File: src/rdts_regs.vh
// Purpose: constants for the reference divider and tap selector
// Assumes: byte addresses on a 4-bit Wishbone address
// Notes: included by the divider and top-level design files; the tap selector does not include it
//
// Contract
// - Oscillator clock divided by cascaded binary stages into octaves.
// - Three-stage counter after two halvings; divide-by-eight gives 6-12 MHz.
// - Twelve further binary stages; the eighth of them reaches the 24.4-48.8 kHz octave.
// - Undivided oscillator feeds twice-reference selector via a fixed delay.
// - Tap choice depends on octave code and second-harmonic mode.
// - Selector controls decoded combinationally from four code bits and mode.
// - Control bit 0 is select LSB, bit 2 select MSB, bit 3 enable.
// - Code names detection frequency: reference, or twice it in 2F mode.
// - Detection clock via two cascaded selectors; reference via a third (here two selectors, ORed).
// - Selected reference tap retimed by flip-flops on twice-reference clock.
// - Twice-reference from two selectors, one active, idle one low, ORed.
// - Logic-level reference output enabled only for codes 2-7, MSB low.
// - Enabled output gives true and inverted reference plus twice-reference.
// - Fixed taps: 6-12 MHz chop sync, 24-49 kHz and 49-98 kHz.
// - Fixed 49-98 kHz tap is the source of all sampling clocks.
// - Two-bit loop range code selects one of four filter paths.
// - Comparator up when local lags, down when it leads, idle locked.
// - Lock loss past ten degrees; unlock_freq_up flag high, unlock_freq_down_n flag low.
// - Sampling clock is synchronous with reference and sets sampling rate.
`ifndef RDTS_REGS_VH
`define RDTS_REGS_VH

// ----------------------------------------------------------------
// Register map
// ----------------------------------------------------------------
`define RDTS_ADR_CTRL 4'h0
`define RDTS_ADR_STATUS 4'h4
`define RDTS_ADR_PERIOD 4'h8
`define RDTS_CTRL_RESET 8'h02
`define RDTS_F_MODE 4
`define RDTS_F_LR_LO 5
`define RDTS_F_LR_HI 6
`define RDTS_F_INTMODE 7

// ----------------------------------------------------------------
// Divider layout and taps
// ----------------------------------------------------------------
`define RDTS_CNT_W 18
`define RDTS_TAP_CHOP 5
`define RDTS_TAP_49K 12
`define RDTS_TAP_24K 13
`define RDTS_DET_TOP 5'h0f
`define RDTS_CODE_MIN 4'h2
`define RDTS_CODE_MAX 4'he
`define RDTS_BASE_HI 5'h01
`define RDTS_BASE_LO 5'h09
`define RDTS_BASE_2HI 5'h00
`define RDTS_BASE_2LO 5'h08
`define RDTS_DET_SPLIT 5'h08

// ----------------------------------------------------------------
// Lock sensing: 360 degrees over a 10 degree excursion
// ----------------------------------------------------------------
`define RDTS_MEAS_W 20
`define RDTS_LOCK_RATIO 26'h0000024

`endif

File: src/rdts_divider.v
// Purpose: binary divider chain of the reference clock
// Assumes: taps[0] stands in for the oscillator waveform
// Notes: one synchronous counter replaces the ripple stages
`timescale 1ns/1ns
`include "rdts_regs.vh"

module rdts_divider (
    input wire mclk,
    input wire rst_b,
    output reg [`RDTS_CNT_W-1:0] taps,
    output reg osc_dly
);

// ----------------------------------------------------------------
// Stages: [0] osc, [2:1] halvings, [5:3] 3-stage, [17:6] 12-stage
// ----------------------------------------------------------------
// Synchronous count keeps every octave edge-aligned, unlike ripple
always @(posedge mclk) begin
    if (!rst_b) begin
        taps <= {`RDTS_CNT_W{1'b0}};
        osc_dly <= 1'b0;
    end else begin
        taps <= taps + {{(`RDTS_CNT_W-1){1'b0}}, 1'b1};
        osc_dly <= taps[0];
    end
end

endmodule

File: src/rdts_tap_mux.v
// Purpose: eight-way gated tap selector
// Assumes: ctl decoded by the caller
// Notes: a disabled selector holds its output low
`timescale 1ns/1ns

module rdts_tap_mux (
    input wire mclk,
    input wire rst_b,
    input wire [7:0] taps,
    input wire [3:0] ctl,
    output reg tap_out
);

// ----------------------------------------------------------------
// Select and gate
// ----------------------------------------------------------------
always @(posedge mclk) begin
    if (!rst_b) begin
        tap_out <= 1'b0;
    end else begin
        tap_out <= ctl[3] & taps[ctl[2:0]];
    end
end

endmodule

File: src/rdts_top.v
// Purpose: tap selection, retiming, lock sensing and register slave
// Assumes: ext_ref is synchronous to mclk
// Notes: selector outputs carry one cycle of latency each
//
// Local design decisions: the Wishbone register port and the address map.
`timescale 1ns/1ns
`include "rdts_regs.vh"

module rdts_top (
    input wire mclk,
    input wire rst_b,
    input wire wb_cyc_i,
    input wire wb_stb_i,
    input wire wb_we_i,
    input wire [3:0] wb_adr_i,
    input wire [3:0] wb_sel_i,
    input wire [31:0] wb_dat_i,
    output reg [31:0] wb_dat_o,
    output reg wb_ack_o,
    input wire ext_ref,
    input wire synth_pump_up,
    input wire synth_pump_down,
    output reg det_clk,
    output reg ref_loop_clk,
    output reg ref_out_clk,
    output reg ref2x_clk,
    output reg ttl_ref_p,
    output reg ttl_ref_n,
    output reg ttl_ref2x,
    output reg chop_sync_clk,
    output reg fix_24k_clk,
    output reg fix_49k_clk,
    output reg sample_clk,
    output reg pump_up,
    output reg pump_down,
    output reg [3:0] filt_path,
    output reg unlock_freq_up,
    output reg unlock_freq_down_n
);

// ----------------------------------------------------------------
// Decode helpers
// ----------------------------------------------------------------
function [3:0] tap_ctl;
    input [4:0] idx;
    input [4:0] base;
    reg [4:0] off;
    begin
        off = idx - base;
        if (idx >= base && off < 5'h08) begin
            tap_ctl = {1'b1, off[2:0]};
        end else begin
            tap_ctl = 4'h0;
        end
    end
endfunction

// Excursion past ten degrees: width * 36 exceeds the period
function lock_lost;
    input [`RDTS_MEAS_W-1:0] width;
    input [`RDTS_MEAS_W-1:0] period;
    reg [25:0] prod;
    begin
        prod = {6'h00, width} * `RDTS_LOCK_RATIO;
        lock_lost = (period != {`RDTS_MEAS_W{1'b0}}) &&
            (prod > {6'h00, period});
    end
endfunction

function rise;
    input now;
    input was;
    begin
        rise = now & ~was;
    end
endfunction

// ----------------------------------------------------------------
// Control register
// ----------------------------------------------------------------
reg [7:0] ctrl;
wire octave_code_bit3;
wire octave_code_bit2;
wire octave_code_bit1;
wire octave_code_bit0;
wire second_harmonic_flag;
wire loop_range_hi;
wire loop_range_lo;
wire int_mode;
wire [3:0] code;

assign octave_code_bit0 = ctrl[0];
assign octave_code_bit1 = ctrl[1];
assign octave_code_bit2 = ctrl[2];
assign octave_code_bit3 = ctrl[3];
assign second_harmonic_flag = ctrl[`RDTS_F_MODE];
assign loop_range_lo = ctrl[`RDTS_F_LR_LO];
assign loop_range_hi = ctrl[`RDTS_F_LR_HI];
assign int_mode = ctrl[`RDTS_F_INTMODE];
// First bit of the code is its MSB
assign code = {octave_code_bit3, octave_code_bit2,
    octave_code_bit1, octave_code_bit0};

// ----------------------------------------------------------------
// Divider chain
// ----------------------------------------------------------------
wire [`RDTS_CNT_W-1:0] taps;
wire osc_dly;

rdts_divider u_div (
    .mclk(mclk),
    .rst_b(rst_b),
    .taps(taps),
    .osc_dly(osc_dly)
);

// ----------------------------------------------------------------
// Selector control decode, purely from code and mode
// ----------------------------------------------------------------
reg code_ok;
reg [4:0] det_idx;
reg [4:0] ref_idx;
reg [4:0] two_idx;
reg [4:0] det_off;
reg [3:0] ctl_det1;
reg [3:0] ctl_det2;
reg [3:0] ctl_ref_hi;
reg [3:0] ctl_ref_lo;
reg [3:0] ctl_two_hi;
reg [3:0] ctl_two_lo;

always @* begin
    code_ok = (code >= `RDTS_CODE_MIN) && (code <= `RDTS_CODE_MAX);
    // Code names the detection octave; 2F puts reference one lower
    det_idx = `RDTS_DET_TOP - {1'b0, code};
    ref_idx = det_idx + {4'h0, second_harmonic_flag};
    two_idx = ref_idx - 5'h01;
    det_off = det_idx - `RDTS_DET_SPLIT;
    ctl_det1 = tap_ctl(det_idx, `RDTS_BASE_HI);
    if (!code_ok) begin
        ctl_det2 = 4'h0;
    end else if (det_idx <= `RDTS_DET_SPLIT) begin
        ctl_det2 = 4'h8;
    end else begin
        ctl_det2 = {1'b1, det_off[2:0]};
    end
    if (code_ok) begin
        ctl_ref_hi = tap_ctl(ref_idx, `RDTS_BASE_HI);
        ctl_ref_lo = tap_ctl(ref_idx, `RDTS_BASE_LO);
        ctl_two_hi = tap_ctl(two_idx, `RDTS_BASE_2HI);
        ctl_two_lo = tap_ctl(two_idx, `RDTS_BASE_2LO);
    end else begin
        ctl_ref_hi = 4'h0;
        ctl_ref_lo = 4'h0;
        ctl_two_hi = 4'h0;
        ctl_two_lo = 4'h0;
    end
end

// ----------------------------------------------------------------
// Tap selectors
// ----------------------------------------------------------------
wire det_stage1;
wire det_stage2;
wire ref_hi;
wire ref_lo;
wire two_hi;
wire two_lo;

// Stage 1 adds a cycle to fast taps; harmless at these octaves
rdts_tap_mux u_det1 (
    .mclk(mclk),
    .rst_b(rst_b),
    .taps(taps[8:1]),
    .ctl(ctl_det1),
    .tap_out(det_stage1)
);

rdts_tap_mux u_det2 (
    .mclk(mclk),
    .rst_b(rst_b),
    .taps({taps[15:9], det_stage1}),
    .ctl(ctl_det2),
    .tap_out(det_stage2)
);

rdts_tap_mux u_ref_hi (
    .mclk(mclk),
    .rst_b(rst_b),
    .taps(taps[8:1]),
    .ctl(ctl_ref_hi),
    .tap_out(ref_hi)
);

rdts_tap_mux u_ref_lo (
    .mclk(mclk),
    .rst_b(rst_b),
    .taps(taps[16:9]),
    .ctl(ctl_ref_lo),
    .tap_out(ref_lo)
);

rdts_tap_mux u_two_hi (
    .mclk(mclk),
    .rst_b(rst_b),
    .taps({taps[7:1], osc_dly}),
    .ctl(ctl_two_hi),
    .tap_out(two_hi)
);

rdts_tap_mux u_two_lo (
    .mclk(mclk),
    .rst_b(rst_b),
    .taps(taps[15:8]),
    .ctl(ctl_two_lo),
    .tap_out(two_lo)
);

// ----------------------------------------------------------------
// Reference retiming on the twice-reference clock
// ----------------------------------------------------------------
reg two_q;
reg two_d;
reg ref_loop;
reg ref_outq;
wire ref_sel;

assign ref_sel = ref_hi | ref_lo;

always @(posedge mclk) begin
    if (!rst_b) begin
        two_q <= 1'b0;
        two_d <= 1'b0;
        ref_loop <= 1'b0;
        ref_outq <= 1'b0;
    end else begin
        two_q <= two_hi | two_lo;
        two_d <= two_q;
        if (rise(two_q, two_d)) begin
            ref_loop <= ref_sel;
            ref_outq <= ref_sel;
        end
    end
end

// ----------------------------------------------------------------
// Phase comparator and lock sensing
// ----------------------------------------------------------------
reg ext_q;
reg ext_d;
reg loc_d;
reg pd_up;
reg pd_dn;
reg [`RDTS_MEAS_W-1:0] per_cnt;
reg [`RDTS_MEAS_W-1:0] ref_period;
reg [`RDTS_MEAS_W-1:0] up_w;
reg [`RDTS_MEAS_W-1:0] dn_w;
wire ext_edge;
wire loc_edge;
wire [`RDTS_MEAS_W-1:0] one_w;

assign one_w = {{(`RDTS_MEAS_W-1){1'b0}}, 1'b1};
assign ext_edge = rise(ext_q, ext_d);
assign loc_edge = rise(ref_loop, loc_d);

always @(posedge mclk) begin
    if (!rst_b) begin
        ext_q <= 1'b0;
        ext_d <= 1'b0;
        loc_d <= 1'b0;
        pd_up <= 1'b0;
        pd_dn <= 1'b0;
        per_cnt <= {`RDTS_MEAS_W{1'b0}};
        ref_period <= {`RDTS_MEAS_W{1'b0}};
        up_w <= {`RDTS_MEAS_W{1'b0}};
        dn_w <= {`RDTS_MEAS_W{1'b0}};
    end else begin
        ext_q <= ext_ref;
        ext_d <= ext_q;
        loc_d <= ref_loop;
        // Both pending means the edges met: reset, as a locked PFD
        if ((pd_up | ext_edge) & (pd_dn | loc_edge)) begin
            pd_up <= 1'b0;
            pd_dn <= 1'b0;
        end else begin
            pd_up <= pd_up | ext_edge;
            pd_dn <= pd_dn | loc_edge;
        end
        if (loc_edge) begin
            ref_period <= per_cnt;
            per_cnt <= one_w;
        end else if (~&per_cnt) begin
            per_cnt <= per_cnt + one_w;
        end
        if (!pd_up) begin
            up_w <= {`RDTS_MEAS_W{1'b0}};
        end else if (~&up_w) begin
            up_w <= up_w + one_w;
        end
        if (!pd_dn) begin
            dn_w <= {`RDTS_MEAS_W{1'b0}};
        end else if (~&dn_w) begin
            dn_w <= dn_w + one_w;
        end
    end
end

// ----------------------------------------------------------------
// Registered outputs
// ----------------------------------------------------------------
wire ttl_en;

assign ttl_en = code_ok & ~octave_code_bit3;

always @(posedge mclk) begin
    if (!rst_b) begin
        det_clk <= 1'b0;
        ref_loop_clk <= 1'b0;
        ref_out_clk <= 1'b0;
        ref2x_clk <= 1'b0;
        ttl_ref_p <= 1'b0;
        ttl_ref_n <= 1'b0;
        ttl_ref2x <= 1'b0;
        chop_sync_clk <= 1'b0;
        fix_24k_clk <= 1'b0;
        fix_49k_clk <= 1'b0;
        sample_clk <= 1'b0;
        pump_up <= 1'b0;
        pump_down <= 1'b0;
        filt_path <= 4'h1;
        unlock_freq_up <= 1'b0;
        unlock_freq_down_n <= 1'b1;
    end else begin
        det_clk <= det_stage2;
        ref_loop_clk <= ref_loop;
        ref_out_clk <= ref_outq;
        ref2x_clk <= two_q;
        // Both legs idle low while disabled, not complementary
        ttl_ref_p <= ttl_en & ref_outq;
        ttl_ref_n <= ttl_en & ~ref_outq;
        ttl_ref2x <= ttl_en & two_q;
        chop_sync_clk <= taps[`RDTS_TAP_CHOP];
        fix_24k_clk <= taps[`RDTS_TAP_24K];
        fix_49k_clk <= taps[`RDTS_TAP_49K];
        sample_clk <= taps[`RDTS_TAP_49K];
        // Internal mode: comparator lives in the synthesiser
        pump_up <= int_mode ? synth_pump_up : pd_up;
        pump_down <= int_mode ? synth_pump_down : pd_dn;
        case ({loop_range_hi, loop_range_lo})
            2'h0: filt_path <= 4'h1;
            2'h1: filt_path <= 4'h2;
            2'h2: filt_path <= 4'h4;
            default: filt_path <= 4'h8;
        endcase
        unlock_freq_up <= pd_up & lock_lost(up_w, ref_period);
        unlock_freq_down_n <= ~(pd_dn & lock_lost(dn_w, ref_period));
    end
end

// ----------------------------------------------------------------
// Wishbone classic slave, one wait state
// ----------------------------------------------------------------
wire wb_req;

assign wb_req = wb_cyc_i & wb_stb_i & ~wb_ack_o;

always @(posedge mclk) begin
    if (!rst_b) begin
        ctrl <= `RDTS_CTRL_RESET;
        wb_ack_o <= 1'b0;
        wb_dat_o <= 32'h00000000;
    end else begin
        wb_ack_o <= wb_req;
        if (wb_req && wb_we_i && wb_sel_i[0] &&
                wb_adr_i == `RDTS_ADR_CTRL) begin
            ctrl <= wb_dat_i[7:0];
        end
        if (wb_req && !wb_we_i) begin
            case (wb_adr_i)
                `RDTS_ADR_CTRL: wb_dat_o <= {24'h000000, ctrl};
                `RDTS_ADR_STATUS: wb_dat_o <= {27'h0000000, ttl_en,
                    pd_dn, pd_up, unlock_freq_down_n, unlock_freq_up};
                `RDTS_ADR_PERIOD: wb_dat_o <= {12'h000, ref_period};
                default: wb_dat_o <= 32'h00000000;
            endcase
        end
    end
end

endmodule

File: config.mk
export PLATFORM = sky130hd
export DESIGN_NAME = rdts_top
export DESIGN_NICKNAME = d
export VERILOG_FILES = /design/src/rdts_divider.v /design/src/rdts_tap_mux.v /design/src/rdts_top.v
export VERILOG_INCLUDE_DIRS = /design/src
export SDC_FILE = /design/constraint.sdc
export NUM_CORES = 1
export LEC_CHECK = 0
export ABC_CLOCK_PERIOD_IN_PS = 4400
export CORE_UTILIZATION = 50
export CTS_BUF_LIST = sky130_fd_sc_hd__clkbuf_4 sky130_fd_sc_hd__clkbuf_8 sky130_fd_sc_hd__clkbuf_16
export DETAILED_ROUTE_END_ITERATION = 8
export DONT_BUFFER_PORTS = 1
export PLACE_DENSITY_LB_ADDON = 0.08
export SLEW_MARGIN = 20
export SYNTH_ARGS = -nofsm -noshare
export SYNTH_HDL_FRONTEND = slang
export SYNTH_SLANG_ARGS = --single-unit
File: constraint.sdc
create_clock -name mclk -period 4.4 [get_ports mclk]
set_input_delay 0.44 -clock mclk [delete_from_list [all_inputs] [get_ports mclk]]
set_output_delay 0.44 -clock mclk [all_outputs]
set_load 0.03 [all_outputs]
==> impl_metrics.toml <==
[outcome]
status = "complete, no violations"

[synthesis]
synth-edff-count = 0
synth_common_cells = "nor2_1, dfxtp_1, ha_1"
synth_most_common_cell = "nor2_1"
synthTopCellsByArea = "dfxtp_1, ha_1, nor2_1"
yosysTopAreaCellShare_pct = 31.5
synth_seq_cells = 156
syn_area_sq_um = 9910
netlist_instances = 1159
synth-async-reset-ratio_pct = 0
synth_area_per_cell_sq_um = 8.55
synth-seq-area-share_pct = 31.5
yosysTopAreaCell = "dfxtp_1"
synth_flop_cell = "dfxtp_1"
ys_warn_count = 0
yosysUniqueCellTypes = 74

[sta]
setup_tns_ns = 0
fmax_mhz = 247
maxSlewViolCount = 0
finalHoldViolations = 0
finalSetupViolCount = 0
timing.final.crit_share_pct = 92.1
fin_skew_ns = 0.00967
post-route-min-period_ns = 4.05
tightest_slew_ns = 0.918
timing.hold.ws_ns = 0.102
rsz0062_at_grt = "false"
slew_headroom_pct = 38.7

[critical_path]
crit_path_start = "up_w[2]$_SDFFE_PN0N_"
r2r_cells = 16
required_ns = 4.71
worstSetupPathType = "reg2reg"
cp-end-kind = "flop"
regToRegEndpoint = "unlock_freq_up$_SDFF_PN0_"
crit_path_start_kind = "flop"
rrSetupSlack_ns = 0.35
worstPathArrival_ns = 4.36
reg2reg_from = "up_w[2]$_SDFFE_PN0N_"
path_max_fanout = 6

[finish]
diodes = 0
drive_gt1_share_pct = 6.41
nFillCells = 1829
final_util_pct = 54.7
nets = 1305
area_growth_syn_to_layout_pct = 7.32

[cts]
clockBufferDepth = 2
cts_tree = "yes"
clkLatencyLatePin_ns = 0.43
cts.sinks = 156
cts_setup_buffers = 0
clk_pin_slew_ns = 0.07
cts_made_buffers = 17
cts_root_buffer = "clkbuf_16"
cts_max_level = 4

[floorplanning]
io-pin-count = 100
initial_core_util_pct = 50.9
rows = 51
core_sq_um = 19500
die_w_microns = 143
die_area_sq_um = 20400
fp.dieH_microns = 143

[route]
drc = 0
route.vias.total = 8000
wl_per_cell_microns = 16.1
viasPerCell = 5.64
drt-pass1-iter-count = 5
postRouteAntennaNets = 0
wl_microns = 22900
drtIter0Drc = 415

[pwr]
switching_share_pct = 24.4
ir_drop_uv = 267
p_int_w = 0.00224
power_density_nw_per_um2 = 278
power_frac_comb_pct = 2.4
p_sw_w = 0.000721
power.leakage_nw = 4.42
power_frac_seq_pct = 48.5
clockPowerShare_pct = 49.2

[min_path]
hold_path_end = "ctrl[1]$_SDFFE_PN1P_"
worstHoldStart = "rst_b"
min_path_cells = 1
hp-class = "in2reg"

[placed_design]
gp_congestion = 0.877
portBuffers = 0
hpwl_microns = 17100

[global_routing]
grt_pass1_vias = 7418
grt_max_degree = 53
grt_pass1_wl_microns = 38000
grt.overflow.total = 0
grtUsageTotal_pct = 23.8
antenna_found_initial = 0

[job]
maxCapViolations = 0
-- worst max-delay path, stage by stage, from the launching register on --
cell,delay [ns]
dfxtp_1,0.45
ha_1,0.32
ha_1,0.33
a211oi_1,0.33
o21ai_1,0.14
a31oi_2,0.27
o21ai_2,0.12
a311o_1,0.37
a21oi_2,0.15
xnor2_1,0.17
ha_1,0.31
a211oi_1,0.28
o221ai_1,0.16
nand3_1,0.12
nand4_1,0.09
a311oi_1,0.25
a31oi_1,0.11
-- kinds of logic (layout without fill, tap and decap cells) --
kind of cell | count (synthesis) | in the layout | synth area share [%]
other cells | 1 | 12 | 0.0378
flops | 156 | 156 | 31.5
compound gates | 214 | 214 | 14.1
simple gates | 454 | 454 | 22.7
xor+xnor | 83 | 83 | 7.52
mux | 40 | 40 | 5.09
fa+ha+maj | 116 | 116 | 14.8
buf+inv | 95 | 79 | 4.25
-- registers in the layout (all words and copies together) (netlist names), 4 cells and up --
signal,flops
ctrl,8
dn_w,20
filt_path,4
per_cnt,20
ref_period,20
u_div.taps,17
up_w,20
wb_dat_o,20
-- cell type report --
cell class	instances	area [sq um]	area share (%)
Tap cell	265	332	3.12
Timing Repair Buffer	5	37.5	0.353
Clock inverter	15	151	1.42
Clock buffer	17	425	4.00
Sequential cell	156	3120	29.4
Inverter	42	158	1.48
Multi-Input combinational cell	919	6410	60.3
-- power groups by stage --
stage                     sequential, W  combinational [W]  clock [W]
final                           0.00143          0.0000707    0.00145
after detailed placement        0.00147          0.0000707          0
after CTS                       0.00143          0.0000713    0.00149
after floorplan                 0.00146          0.0000728          0
after global routing            0.00143          0.0000794    0.00156
after global placement          0.00147          0.0000703          0
-- per-layer routing --
metal	track usage [%]	wire length, microns	vias up
li1	-	-	4077
met1	32.8	11300	3772
met2	38.0	10300	131
met3	4.93	1020	20
met4	5.49	219	0
met5	0	0	-
-- repair_timing --
item | in CTS | in global routing
endpoints found under the hold margin | 0 | 0
setup endpoints to repair | 0 | 1
hold buffers | 0 | 0
resized for setup | 0 | 1
-- worst max path at each step --
| stage | to | cells after the start | slack (ns) |
|---|---|---|---|
| final | unlock_freq_up$_SDFF_PN0_ | 16 | 0.35 |
| after global routing | unlock_freq_up$_SDFF_PN0_ | 16 | 0.09 |
| after CTS | unlock_freq_up$_SDFF_PN0_ | 16 | 0.36 |
| after detailed placement | unlock_freq_up$_SDFF_PN0_ | 16 | 0.37 |
| after global placement | unlock_freq_up$_SDFF_PN0_ | 16 | 0.36 |
| after floorplan | unlock_freq_down_n$_SDFF_PN1_ | 17 | 0.80 |
-- metrics by stage --
stage / power, W / area, sq um / instances / setup slack (ns)
global route: 0.00307 / 10600 / 1419 / 0.0928
global placement: 0.00154 / 10100 / 1387 / 0.362
floorplan: 0.00153 / 9950 / 1170 / 0.804
detailed placement: 0.00154 / 10100 / 1387 / 0.372
finish: 0.00296 / 10600 / 1419 / 0.350
CTS: 0.00299 / 10600 / 1419 / 0.358
-- cells in the final DEF, fill, tap and decap left out, types with 27 or more instances in the layout --
| cell type | n |
|---|---|
| a21oi_1 | 77 |
| dfxtp_1 | 156 |
| ha_1 | 114 |
| inv_1 | 41 |
| mux2i_1 | 29 |
| nand2_1 | 99 |
| nand3_1 | 32 |
| nand4_1 | 27 |
| nor2_1 | 165 |
| xnor2_1 | 38 |
| xor2_1 | 44 |
No activity file was read; power rests on OpenSTA's default activity.
